<file path="src/core/ntc_pkg.sv">
package ntc_pkg;

    // clock and tick timing
    localparam int CLK_PERIOD_NS = 4;
    localparam int SLOW_TICK_NS  = 3200;
    localparam int FAST_TICK_NS  = 320;
    localparam int RT_TICK_NS    = 800;
    localparam int SLOW_TICK_CYC = SLOW_TICK_NS / CLK_PERIOD_NS;
    localparam int FAST_TICK_CYC = FAST_TICK_NS / CLK_PERIOD_NS;
    localparam int RT_TICK_CYC   = RT_TICK_NS / CLK_PERIOD_NS;
    localparam int PRE_W         = 10;

    // register bus geometry
    localparam int ADDR_W = 10;
    localparam int DATA_W = 32;

    // register indices; byte address is four times the index
    localparam logic [7:0] IDX_IRQ_LATENCY  = 8'h1a;
    localparam logic [7:0] IDX_FREE_TIMER   = 8'h34;
    localparam logic [7:0] IDX_DOWNCOUNTER  = 8'h36;
    localparam logic [7:0] IDX_SCHED_CLOCK  = 8'h40;
    localparam logic [7:0] IDX_CTRL         = 8'h50;
    localparam logic [7:0] IDX_IRQ_STATUS   = 8'h51;
    localparam logic [7:0] IDX_IRQ_MASK     = 8'h52;
    localparam logic [7:0] IDX_COMMAND      = 8'h53;

    // control register fields
    localparam int CTRL_TICK_RATE_BIT  = 0;
    localparam int CTRL_START_MODE_BIT = 1;
    localparam int CTRL_ARMED_BIT      = 2;

    // command register fields (write only, self clearing)
    localparam int CMD_CHIP_RESET_BIT = 0;
    localparam int CMD_FORCE_IRQ_BIT  = 1;

    // irq status / mask layout
    localparam int IRQ_W             = 2;
    localparam int IRQ_REQUESTED_BIT = 0;
    localparam int IRQ_FORCED_BIT    = 1;

    // reset values and latency ceiling
    localparam logic [15:0]      DOWNCOUNT_RST = 16'h0000;
    localparam logic [15:0]      FREE_RST      = 16'h0000;
    localparam logic [31:0]      SCHED_RST     = 32'h0000_0000;
    localparam logic [7:0]       LATENCY_RST   = 8'h00;
    localparam logic [7:0]       LATENCY_MAX   = 8'hff;
    localparam logic [IRQ_W-1:0] IRQ_MASK_RST  = 2'h0;

    typedef struct packed {
        logic [ADDR_W-1:0] addr;
        logic [DATA_W-1:0] wdata;
        logic              wr;
        logic              rd;
    } ntc_reg_req_s;

    typedef struct packed {
        logic        valid;
        logic        load_launch_flag;
        logic [31:0] launch_time_field;
    } ntc_sched_req_s;

endpackage

</file>
<file path="src/core/ntc_timers.sv">
// How it works
// - 16-bit read/write downcounter, zero after reset
// - start mode zero: count down from written value
// - downcount tick 3.2 us slow, 320 ns fast
// - downcounter wraps from zero to ffff
// - start mode one: wait for download done
// - one-to-zero while armed raises requested interrupt
// - nonzero write to downcounter arms expiry
// - zero write or zero crossing disarms expiry
// - 16-bit free timer at selected tick rate
// - free timer cleared by reset and command
// - 32-bit schedule clock ticks every 800 ns
// - launch when schedule clock reaches launch time
// - load flag loads clock, launches at once
// - schedule clock zero after reset
// - 8-bit latency counter restarts on irq assertion
// - latency ticks each 3.2 us, sticks at ff
//
// Decided for this implementation: strobed register access.
`timescale 1ns/1ps
`default_nettype none

// cycle prescaler behind every tick of the block: tick marks the last
// cycle of a period; a restart clears the count but does not suppress a
// tick in the same cycle, and a reload always begins a full period
module ntc_prescaler
#(
    parameter int W = 10
)
(
    // clock and reset
    input  wire logic         clock,
    input  wire logic         rst_n,
    // period control
    input  wire logic         run,
    input  wire logic         restart,
    input  wire logic [W-1:0] limit,
    // period end
    output logic              tick
);
    import ntc_pkg::*;

    typedef struct packed {
        logic [W-1:0] cnt;
    } ntc_presc_state_s;

    ntc_presc_state_s s;
    ntc_presc_state_s next_s;

    // >= rather than == so that a limit lowered mid-period cannot leave
    // the count stranded above it
    assign tick = run && (s.cnt >= limit);

    always_comb
    begin
        next_s = s;
        if (restart)
        begin
            next_s.cnt = '0;
        end
        else if (tick)
        begin
            next_s.cnt = '0;
        end
        else if (run)
        begin
            next_s.cnt = s.cnt + 1'b1;
        end
    end

    always_ff @(posedge clock or negedge rst_n)
    begin
        if (!rst_n)
        begin
            s <= '0;
        end
        else
        begin
            s <= next_s;
        end
    end

endmodule

module ntc_timers
#(
    // prescaler periods in clock cycles; each must fit in PRE_W bits
    parameter int SLOW_CYC = ntc_pkg::SLOW_TICK_CYC,
    parameter int FAST_CYC = ntc_pkg::FAST_TICK_CYC,
    parameter int RT_CYC   = ntc_pkg::RT_TICK_CYC
)
(
    // clock and reset
    input  wire logic                    clock,
    input  wire logic                    rst_n,
    // register port
    input  wire ntc_pkg::ntc_reg_req_s   reg_req,
    output logic [ntc_pkg::DATA_W-1:0]   reg_rdata,
    // dma side
    input  wire logic                    download_done_flag,
    input  wire ntc_pkg::ntc_sched_req_s sched_req,
    output logic                         sched_go,
    // interrupt
    output logic                         irq
);
    import ntc_pkg::*;

    typedef struct packed {
        logic [15:0]       dc_cnt;
        logic              armed;
        logic              dc_run;
        logic              dl_prev;
        logic              rate;
        logic              mode;
        logic [IRQ_W-1:0]  mask;
        logic [IRQ_W-1:0]  status;
        logic [15:0]       free;
        logic [31:0]       rt;
        logic [7:0]        lat;
        logic              lat_run;
        logic              irq;
        logic              sched_go;
        logic [DATA_W-1:0] rdata;
    } ntc_state_s;

    localparam logic [PRE_W-1:0] SLOW_LIM = PRE_W'(SLOW_CYC - 1);
    localparam logic [PRE_W-1:0] FAST_LIM = PRE_W'(FAST_CYC - 1);
    localparam logic [PRE_W-1:0] RT_LIM   = PRE_W'(RT_CYC - 1);

    localparam ntc_state_s STATE_RST = '{
        dc_cnt:  DOWNCOUNT_RST,
        armed:   1'b0,
        dc_run:  1'b0,
        dl_prev: 1'b0,
        rate:    1'b0,
        mode:    1'b0,
        mask:    IRQ_MASK_RST,
        status:  '0,
        free:    FREE_RST,
        rt:      SCHED_RST,
        lat:     LATENCY_RST,
        lat_run: 1'b0,
        irq:     1'b0,
        sched_go: 1'b0,
        rdata:   '0
    };

    ntc_state_s s;
    ntc_state_s next_s;

    logic [7:0]       idx;
    logic             aligned;
    logic             sel_tick;
    logic             exp_ev;
    logic             force_ev;
    logic             wr_dc;
    logic             rd_status;
    logic [IRQ_W-1:0] set_ev;
    logic [PRE_W-1:0] sel_limit;
    logic             rt_tick;
    logic             rt_load;
    logic             lat_tick;
    logic             lat_start;

    // the select limit and the schedule clock restart are made outside the
    // main process; lat_start comes from it, but tick ignores restart, so no loop
    assign sel_limit = s.rate ? FAST_LIM : SLOW_LIM;
    assign rt_load   = sched_req.valid && sched_req.load_launch_flag
                       && !s.sched_go;

    // the schedule clock restarts its period when it is loaded, and the
    // latency count on each fresh interrupt
    ntc_prescaler
    #(
        .W (PRE_W)
    )
    u_sel_prescaler
    (
        // clock and reset
        .clock   (clock),
        .rst_n   (rst_n),
        // period control
        .run     (1'b1),
        .restart (1'b0),
        .limit   (sel_limit),
        .tick    (sel_tick)
    );

    ntc_prescaler
    #(
        .W (PRE_W)
    )
    u_rt_prescaler
    (
        // clock and reset
        .clock   (clock),
        .rst_n   (rst_n),
        // period control
        .run     (1'b1),
        .restart (rt_load),
        .limit   (RT_LIM),
        .tick    (rt_tick)
    );

    ntc_prescaler
    #(
        .W (PRE_W)
    )
    u_lat_prescaler
    (
        // clock and reset
        .clock   (clock),
        .rst_n   (rst_n),
        // period control
        .run     (s.lat_run),
        .restart (lat_start),
        .limit   (SLOW_LIM),
        .tick    (lat_tick)
    );

    always_comb
    begin
        next_s    = s;
        idx       = reg_req.addr[9:2];
        aligned   = (reg_req.addr[1:0] == 2'b00);
        exp_ev    = 1'b0;
        force_ev  = 1'b0;
        wr_dc     = 1'b0;
        rd_status = 1'b0;
        set_ev    = '0;
        next_s.sched_go = 1'b0;
        next_s.rdata    = '0;
        next_s.dl_prev  = download_done_flag;

        // free timer and downcounter share the selectable tick
        if (sel_tick)
        begin
            next_s.free = s.free + 16'h0001;
        end

        // downcounter wraps naturally through zero
        if (!s.dc_run && (!s.mode || (download_done_flag && !s.dl_prev)))
        begin
            next_s.dc_run = 1'b1;
        end
        if (s.dc_run && sel_tick)
        begin
            next_s.dc_cnt = s.dc_cnt - 16'h0001;
            if (s.dc_cnt == 16'h0001)
            begin
                exp_ev       = s.armed;
                next_s.armed = 1'b0;
            end
        end

        // schedule clock and launch decision
        if (rt_tick)
        begin
            next_s.rt = s.rt + 32'h0000_0001;
        end
        if (sched_req.valid && !s.sched_go)
        begin
            if (sched_req.load_launch_flag)
            begin
                next_s.rt       = sched_req.launch_time_field;
                next_s.sched_go = 1'b1;
            end
            else if (s.rt >= sched_req.launch_time_field)
            begin
                next_s.sched_go = 1'b1;
            end
        end

        // register writes; a write beats a same-cycle tick
        if (reg_req.wr && aligned)
        begin
            if (idx == IDX_DOWNCOUNTER)
            begin
                wr_dc         = 1'b1;
                next_s.dc_cnt = reg_req.wdata[15:0];
                next_s.armed  = |reg_req.wdata[15:0];
                next_s.dc_run = !s.mode;
            end
            else if (idx == IDX_CTRL)
            begin
                next_s.rate = reg_req.wdata[CTRL_TICK_RATE_BIT];
                next_s.mode = reg_req.wdata[CTRL_START_MODE_BIT];
            end
            else if (idx == IDX_IRQ_MASK)
            begin
                next_s.mask = reg_req.wdata[IRQ_W-1:0];
            end
            else if (idx == IDX_COMMAND)
            begin
                if (reg_req.wdata[CMD_CHIP_RESET_BIT])
                begin
                    next_s.free = FREE_RST;
                end
                force_ev = reg_req.wdata[CMD_FORCE_IRQ_BIT];
            end
        end

        // reads: only the status register has a side effect
        if (reg_req.rd && aligned)
        begin
            if (idx == IDX_IRQ_LATENCY)
            begin
                next_s.rdata = {24'h000000, s.lat};
            end
            else if (idx == IDX_FREE_TIMER)
            begin
                next_s.rdata = {16'h0000, s.free};
            end
            else if (idx == IDX_DOWNCOUNTER)
            begin
                next_s.rdata = {16'h0000, s.dc_cnt};
            end
            else if (idx == IDX_SCHED_CLOCK)
            begin
                next_s.rdata = s.rt;
            end
            else if (idx == IDX_CTRL)
            begin
                next_s.rdata[CTRL_TICK_RATE_BIT]  = s.rate;
                next_s.rdata[CTRL_START_MODE_BIT] = s.mode;
                next_s.rdata[CTRL_ARMED_BIT]      = s.armed;
            end
            else if (idx == IDX_IRQ_STATUS)
            begin
                rd_status                 = 1'b1;
                next_s.rdata[IRQ_W-1:0]   = s.status;
            end
            else if (idx == IDX_IRQ_MASK)
            begin
                next_s.rdata[IRQ_W-1:0]   = s.mask;
            end
        end

        // sticky status: an event in the clearing cycle survives
        set_ev[IRQ_REQUESTED_BIT] = exp_ev && !wr_dc;
        set_ev[IRQ_FORCED_BIT]    = force_ev;
        next_s.status = (rd_status ? '0 : s.status) | set_ev;
        next_s.irq    = |(next_s.status & next_s.mask);

        // latency counter restarts only on a fresh assertion, so a
        // pending interrupt keeps it from starting again
        lat_start = next_s.irq && !s.irq;
        if (lat_start)
        begin
            next_s.lat     = LATENCY_RST;
            next_s.lat_run = 1'b1;
        end
        else if (lat_tick && (s.lat != LATENCY_MAX))
        begin
            next_s.lat = s.lat + 8'h01;
        end
    end

    always_ff @(posedge clock or negedge rst_n)
    begin
        if (!rst_n)
        begin
            s <= STATE_RST;
        end
        else
        begin
            s <= next_s;
        end
    end

    assign reg_rdata = s.rdata;
    assign sched_go  = s.sched_go;
    assign irq       = s.irq;

endmodule

`default_nettype wire

</file>
<file path="config.mk">
export PLATFORM = sky130hd
export DESIGN_NAME = ntc_timers
export DESIGN_NICKNAME = d
export VERILOG_FILES = /design/src/core/ntc_pkg.sv /design/src/core/ntc_timers.sv
export SDC_FILE = /design/constraint.sdc
export NUM_CORES = 1
export LEC_CHECK = 0
export ABC_CLOCK_PERIOD_IN_PS = 3300
export BUFFER_PORTS_ARGS = -buffer_cell sky130_fd_sc_hd__buf_4
export CAP_MARGIN = 30
export CORE_MARGIN = 2
export CORE_UTILIZATION = 58
export DETAILED_ROUTE_END_ITERATION = 12
export PLACE_DENSITY = 0.78
export REMOVE_ABC_BUFFERS = 1
export SYNTH_ARGS = -nofsm -noshare
export SYNTH_HDL_FRONTEND = slang
export SYNTH_SLANG_ARGS = --single-unit
</file>
<file path="constraint.sdc">
create_clock -name clock -period 3.3 [get_ports clock]
set_clock_uncertainty 0.05 [all_clocks]
set_input_delay 0.165 -clock clock [delete_from_list [all_inputs] [get_ports clock]]
set_output_delay 0.165 -clock clock [all_outputs]
set_load 0.005 [all_outputs]
</file>
## Yosys cells after proc, flatten, opt, wreduce, memory -nomap -nowiden

Cells that the tools add are included.

- Flip-flop bits (word level): 146
- Input bits: 81
- Output and inout bits: 34
- Logic and storage cells: 125

- $add $sub $neg: 7
- Order comparisons: 4
- Equality and inequality tests: 10
- Multiplexer cells: 58
- Bitwise gates (word level): 3
- Reduce and logical (&&, ||, !) cells: 25

Operator list:

| cell | count |
|---|---|
| 2-to-1 mux 32 bit | 7 |
| 2-to-1 mux 16 bit | 7 |
| 2-to-1 mux 10 bit | 7 |
| == test 8 x 7 -> 1 bit, second input constant | 5 |
| 2-to-1 mux 18 bit | 2 |
| adder 32 x 1 -> 32 bit, second input constant | 1 |
| >= comparator 32 bit | 1 |
| adder 10 x 1 -> 10 bit, second input constant | 3 |
| 2-to-1 mux 29 bit | 1 |
| 2-to-1 mux 1 bit | 22 |
| 2-to-1 mux 17 bit | 1 |
| adder 16 x 1 -> 16 bit, second input constant | 1 |
| == test 16 x 1 -> 1 bit, second input constant | 1 |
| == test 8 x 6 -> 1 bit, second input constant | 2 |
| 2-to-1 mux 2 bit | 8 |
| 2-to-1 mux 8 bit | 2 |
| OR reduction 16 bit | 1 |
| subtractor 16 x 1 -> 16 bit, second input constant | 1 |
| logical AND 1 bit | 12 |
| >= comparator 10 bit | 1 |
| >= comparator 10 bit, second input constant | 1 |
| >= comparator 10 x 8 -> 1 bit, second input constant | 1 |
| adder 8 x 1 -> 8 bit, second input constant | 1 |
| == test 8 x 5 -> 1 bit, second input constant | 1 |
| other kinds (12) | 17 |

## Logic depth before layout (Yosys ltp)

Gate-level depths: netlist (run 1).

- Depth after elaboration: 14
- Mapped depth: 9
- Depth with buffers taken out: 8

## Modules after synthesis

From an unflattened synthesis (run 1), not the netlist that was laid out.

- Cell total of the unflattened synthesis: 1102
- Area total of the unflattened synthesis: 9674.3 um^2

Modules (own cells, without submodules):

| module | times used | cells an instance | area each (um^2) | sequential area each (um^2) |
|---|---|---|---|---|
| ntc_timers | 1 | 781 | 7024.2 | 2902.8 |
| ntc_prescaler | 3 | 107 | 883.3 | 250.2 |

## Worst setup path before layout (run 1)

No wires, ideal clock.

- Path kind: register to register
- Start: register u_rt_prescaler.s[0] (netlist name)
- End: register s[74] (netlist name)
- Library setup time: 82 ps
- Arrival time: 2177 ps
- Data required time: 3168 ps
- Slack: 991 ps
- Cell stages (with the launch flop): 9
- Buffers on the path: 1
- Period minus slack after synthesis: 2309 ps
- Cell sequence: dfrtp_1 ha_1 a2111oi_1 o21ai_2 nand4_2 or2_1 clkbuf_2 or4_1 a31oi_1

RTL lines:

| element | RTL line | text |
|---|---|---|
| start: declaration | ntc_timers.sv:47 | `ntc_presc_state_s s;` |
| start signal: assignment | ntc_timers.sv:79 | `s <= next_s;` |
| end signal: assignment | ntc_timers.sv:367 | `s <= next_s;` |
| end: declaration | ntc_timers.sv:148 | `ntc_state_s s;` |

==> results.toml, run 1 <==
[clocking]
clock_tree.root_cell = "clkbuf_16"
clockBufferDepth = 2
clkSlewWorstSetupHoldPaths_ns = 0.06
insertion_delay_ns = 0.43
ctsHtreeMaxLevel = 4
tritoncts_num_sinks = 146
cts_tree = "built"
cts.repair_timing.setup_buffer_count = 0
cts_made_buffers = 17

[routing]
drcViolationCount = 0
via_count = 7037
finalWirelength_mm = 19.93
detail_route.first_pass.iterations = 7
route.detailed.vias_per_inst = 5.773
antenna_left = 0
initialDrtViolationCount = 502
wl_per_cell_um = 16.35

[timing]
final.setup.tns_ns = 0
grt_setup_unrepaired = "false"
worst_pin_slew_ns = 0.7960
finalHoldViolations = 0
setup_viol_count_final = 0
final.period_utilization_pct = 83.12
slew-limit-headroom_pct = 46.94
timing.final.ws_setup_ns = 0.5571
max_freq_mhz = 364.6
final_period_minus_worst_setup_slack_ns = 2.743
timing.final.max_slew_violations = 0

[die]
start_util_pct = 58.74
io-pin-count = 115
chipWidth_um = 124.6
fp.coreArea_um2 = 14370
die_area_um2 = 15530
floorplan.rows = 44
die_y_um = 124.6

[placed_design]
place.gp.congestion = 0.9316
placement.io_buffers = 98
detailedPlace.worstSlack_ns = 0.5951
hpwl_mm = 13.94
dp.cells = 1140

[worst_setup_path]
cp.required_ns = 3.59
path_buf_inv = 0
cp_cell_sequence = "ha_1 > a2111oi_1 > o21ai_2 > nand3_1 > or4_1 > a31oi_1"
cp_max_fo = 12
crit_path_max_delay_cell_type = "or4_1"
critical_path.reg2reg.startpoint = "u_rt_prescaler.s[0]"
crit_path_end_kind = "flop"
longest_individual_stage_delay_on_the_worst_path_ns = 0.66
worst_setup_path_start_kind = "flop"
critPathLaunch = "u_rt_prescaler.s[0]"
worstSetupPathType = "flop to flop"
cpLargestDelayFamily = "simple AND/OR/NAND/NOR gates"
critPathArrivalTime_ns = 3.03

[power_and_ir_drop]
power_leakage_uw = 0.004507
power_consumption_uw = 5140
power_per_cell_area_nw_per_um2 = 503.5
ir_drop_mv = 0.3370

[outcome]
run_status = "completed"

[grt]
globalRoute.totalOverflow = 0
grt_antenna_before_repair = 0
number_of_global_route_vias_before_repair = 6867
grt_usage_pct = 26.69
pin_count_of_the_biggest_net_entering_global_routing = 88
grt_first_pass_wirelength_mm = 33.23

[final_layout]
layout-area-overhead-vs-synth_pct = 20.95
final_nets = 1150
num_antenna_cells = 0
final_cell_count_no_fill = 1219
final_cell_mix = "146 x dfrtp_1, 114 x buf_4, 102 x nor2_1"
layout-drive-gt1-share_pct = 16.14
final_common_cell = "dfrtp_1"

[run]
timing.max_cap.violations = 0

[yosys]
synth_ff_type = "dfrtp_1"
yosys.cell_types.count = 71
synth-edff-count = 0
yosys_warnings = 0
ys_ff_latch = 146
number_of_instances_in_the_synthesized_netlist = 906
synth_async_sr_flop_share_pct = 100.0
cell_area_synth_um2 = 8441
synth.avg_cell_area_um2 = 9.316
yosysSeqAreaShare_pct = 43.28

[hold_path]
timing.hold.worst.start = "reg_req[11]"
hold_path_class = "input port to flop"
-- per-layer routing --
| layer | GRT usage, % | wire length, um |
|---|---|---|
| met1 | 36.19 | 8664 |
| met2 | 42.37 | 9388 |
| met3 | 5.455 | 1343 |
| met4 | 10.58 | 533 |
| met5 | 0 | 0 |
-- synth_stat cells, types with 3 or more instances --
library cell / number / area share [%]
or4_1: 10 / 0.89
xnor2_1: 40 / 4.2
o31ai_1: 10 / 0.89
and4_1: 6 / 0.62
or2_2: 7 / 0.52
ha_1: 44 / 6.5
o21ai_0: 46 / 2.7
nand4bb_1: 3 / 0.40
nor2b_1: 5 / 0.37
a22o_1: 4 / 0.42
buf_4: 32 / 2.8
a222oi_1: 8 / 0.95
mux2i_1: 7 / 0.83
or3_1: 5 / 0.37
nand3_1: 35 / 2.1
nand4_1: 17 / 1.3
dfrtp_1: 146 / 43
nor4_1: 17 / 1.3
clkbuf_1: 25 / 1.1
a21oi_1: 18 / 1.1
mux2_2: 8 / 1.1
inv_1: 55 / 2.4
buf_2: 4 / 0.24
a221oi_1: 6 / 0.62
nand2_1: 68 / 3.0
nor2_1: 103 / 4.6
a21o_1: 10 / 0.89
a211oi_1: 4 / 0.36
o21a_1: 4 / 0.36
nand2b_1: 5 / 0.37
or2_1: 3 / 0.22
xor2_1: 35 / 3.6
and2_1: 15 / 1.1
and3_1: 18 / 1.3
nor3_1: 25 / 1.5
a31oi_1: 13 / 0.96
-- state kept, by name (all words and copies together) (netlist names) --
register / flops
s: 82
reg_rdata: 32
u_lat_prescaler.s: 10
u_rt_prescaler.s: 10
u_sel_prescaler.s: 10
irq: 1
sched_go: 1
-- through the flow --
| stage | hold slack (ns) | util, % | cell area [um2] |
|---|---|---|---|
| 6_report | 0.02106 | 71.05 | 10210 |
| 5_1_grt | 0.03296 | 71.05 | 10210 |
| 4_1_cts | 0.003306 | 71.05 | 10210 |
| 3_5_place_dp | 0.2372 | 63.74 | 9159 |
| 3_3_place_gp | 0.2380 | 63.74 | 9159 |
| 2_1_floorplan | -0.1806 | - | 8054 |
-- timing repair --
item | CTS | global route
endpoints found under the hold margin | 139 | 0
hold buffers | 50 | 0
resized for setup | 0 | 0
-- cell type report --
| class | instances | area, um2 |
|---|---|---|
| repair buffers | 165 | 1368 |
| inverters | 55 | 206.4 |
| fillers | 1061 | 4160 |
| clock inverters | 7 | 85.08 |
| clock buffers | 22 | 464.2 |
| flip-flops and latches | 146 | 3654 |
| multi-input cells | 640 | 4202 |
| well taps | 184 | 230.2 |
-- path summary, 6_finish.rpt --
kind                                  endpoint  slack (ns)  depth (start not counted)
setup / recovery                         s[69]        0.56                          6
hold / removal                          s[109]        0.02                          3
setup reg to reg                         s[69]        0.56                          6
hold reg to reg            u_rt_prescaler.s[0]        0.41                          1
max in group asynchronous                s[41]        2.07                          3
min in group asynchronous                s[51]        0.34                          2
-- kinds of logic (layout without fill, tap and decap cells) --
family          after synthesis  after routing  synth area share, %
flops                       146            146                43.28
mux                          15             15                1.897
simple gates                358            358                21.75
buf+inv                     121            249                7.071
fa+ha+maj                    44             44                6.522
other cells                   1              2              0.04443
compound gates              146            146                11.65
xor+xnor                     75             75                7.782
-- power breakdown --
| group | switching (uW) | total (uW) | internal, uW |
|---|---|---|---|
| Combinational | 464 | 938 | 474 |
| Sequential | 347 | 2370 | 2020 |
| Clock | 699 | 1830 | 1130 |
| Total | 1510 | 5140 | 3630 |
-- worst min-delay path: cells and delay by family --
kind	cells	cell delay [ns]
buffers and inverters	1	0.09
AND/OR/NAND/NOR	1	0.06
AO/OA/AOI/OAI	1	0.13
(Power assumes the default switching activity.)
==> run 2: changes to the inputs <==
ABC_CLOCK_PERIOD_IN_PS = 2550   (was 3300)
clock period = 2.55 ns   (was 3.3 ns; I/O delays follow)
==> run 2 against run 1 <==
Utilization increased by 1.2 points. Clock power increased by 33%. Flip-flop and latch count unchanged. Sequential share of layout area decreased by 0.60 points. Register-to-register slack got worse by 0.42 ns. Largest power group unchanged. Die area unchanged. Sequential power increased by 28%.
==> results.toml, run 2 (same netlist as run 1, synthesis figures left out) <==
[grt]
globalRoute.totalOverflow = 0
globalRouteMet2Util_pct = 44.42
grt_antenna_before_repair = 0
grt_usage_pct = 27.62
use_met3_pct = 5.498
pin_count_of_the_biggest_net_entering_global_routing = 68
number_of_global_route_vias_before_repair = 6980
use_met1_pct = 37.83
grt_first_pass_wirelength_mm = 34.41
global_route.peak_usage_layer = "met2"

[die]
io-pin-count = 115
start_util_pct = 58.74
chipWidth_um = 124.6
die_y_um = 124.6
fp.coreArea_um2 = 14370
floorplan.rows = 44
die_area_um2 = 15530

[clocking]
cts_tree = "built"
cts_made_buffers = 17
ctsHtreeMaxLevel = 4
clock_tree.root_cell = "clkbuf_16"
cts.repair_timing.setup_buffer_count = 0
insertion_delay_ns = 0.42
clockBufferDepth = 2
tritoncts_num_sinks = 146
clkSlewWorstSetupHoldPaths_ns = 0.06

[routing]
wl_per_cell_um = 16.65
drcViolationCount = 0
detail_route.first_pass.iterations = 6
initialDrtViolationCount = 569
finalWirelength_mm = 20.60
route.detailed.vias_per_inst = 5.816
antenna_left = 0
via_count = 7194

[timing]
max_freq_mhz = 414.5
finalHoldViolations = 0
timing.final.max_slew_violations = 0
worst_pin_slew_ns = 0.6472
final.setup.tns_ns = 0
final_period_minus_worst_setup_slack_ns = 2.412
grt_setup_unrepaired = "false"
final.period_utilization_pct = 94.60
slew-limit-headroom_pct = 56.29
setup_viol_count_final = 0

[placed_design]
dp.cells = 1155
place.gp.congestion = 0.9151
placement.io_buffers = 98
hpwl_mm = 14.10

[final_layout]
num_antenna_cells = 0
filler_cell_count = 1033
final_cell_mix = "146 x dfrtp_1, 128 x buf_4, 102 x nor2_1"
largest_register_ff_count = 82
final_common_cell = "dfrtp_1"
final_nets = 1167
layout-drive-gt1-share_pct = 17.76
final_cell_count_no_fill = 1237
layout-area-overhead-vs-synth_pct = 22.99
max_flop_register = "s"

[power_and_ir_drop]
ir_drop_mv = 0.4480
power_leakage_uw = 0.004590
power_per_cell_area_nw_per_um2 = 652.2

[worst_setup_path]
worstSetupPathType = "flop to flop"
critPathLaunch = "s[96]"
critPathArrivalTime_ns = 2.67
critical_path.reg2reg.startpoint = "s[96]"
worst_setup_path_start_kind = "flop"
crit_path_end_kind = "flop"
cp.required_ns = 2.81
cp_max_fo = 6

[hold_path]
timing.hold.worst.start = "reg_req[37]"
hold_path_class = "input port to flop"

[outcome]
run_status = "completed"

[run]
timing.max_cap.violations = 0
[run 2: cell types whose count changed in the layout (fill, tap and decap cells not counted), moves of 2 or more]
cell / delta
buf_4: +14
clkbuf_1: -3
clkinvlp_4: +2
dlygate4sd3_1: +2
[run 2: worst max-delay path, cell delays in order, from the launching register on]
cell and delay, ns:
dfrtp_1 0.44, inv_1 0.07, ha_1 0.28, o31ai_1 0.06
a21oi_1 0.34, o21ai_0 0.22, nor4_1 0.30, buf_4 0.18
nand3_1 0.08, mux2_2 0.27
[run 2: routing by layer]
metal | vias to the layer above | wire, um
met2 | 270 | 9734
met1 | 3443 | 8970
met3 | 51 | 1380
met4 | 0 | 514
met5 | - | 0
li1 | 3430 | -
[run 2: power by group]
group          leakage, uW  internal (uW)  switching (uW)
Combinational      0.00257            644             638
Clock             0.000284           1500             945
Sequential         0.00174           2620             425
[run 2: final cells by class]
| type | count | area [um2] | share of cell area (%) |
|---|---|---|---|
| tap | 184 | 230.2 | 2.218 |
| inverter | 55 | 206.4 | 1.989 |
| clock inverter | 10 | 108.9 | 1.049 |
| sequential | 146 | 3654 | 35.19 |
| clock buffer | 20 | 466.7 | 4.496 |
| timing repair buffer | 182 | 1513 | 14.57 |
| multi-input combinational | 640 | 4203 | 40.48 |
[run 2: path summary, 6_finish.rpt]
| path | endpoint | slack [ns] | cells past startpoint |
|---|---|---|---|
| setup / recovery | s[88] | 0.14 | 9 |
| hold / removal | s[92] | 0.05 | 2 |
| setup reg to reg | s[88] | 0.14 | 9 |
| hold reg to reg | u_rt_prescaler.s[0] | 0.40 | 1 |
| max in group asynchronous | s[113] | 1.46 | 3 |
| min in group asynchronous | s[47] | 0.21 | 2 |
[run 2: through the flow]
stage,cell area (um2),hold WS [ns],util [%],setup WS (ns),power [uW]
after global routing,10380,0.05869,72.25,0.0002733,7147
after detailed placement,9284,0.1307,64.61,0.1764,4268
after global placement,9284,0.1267,64.61,0.2200,4214
after CTS,10380,0.03779,72.24,0.1277,6801
after floorplan,8054,-0.2181,-,-0.1750,3766
final,10380,0.04762,72.25,0.1376,6770
[run 2: what timing repair did]
action,4_1_cts,5_1_grt
hold buffers,52,0
endpoints found under the hold margin,123,0
setup endpoints to repair,0,6
resized for setup,0,1
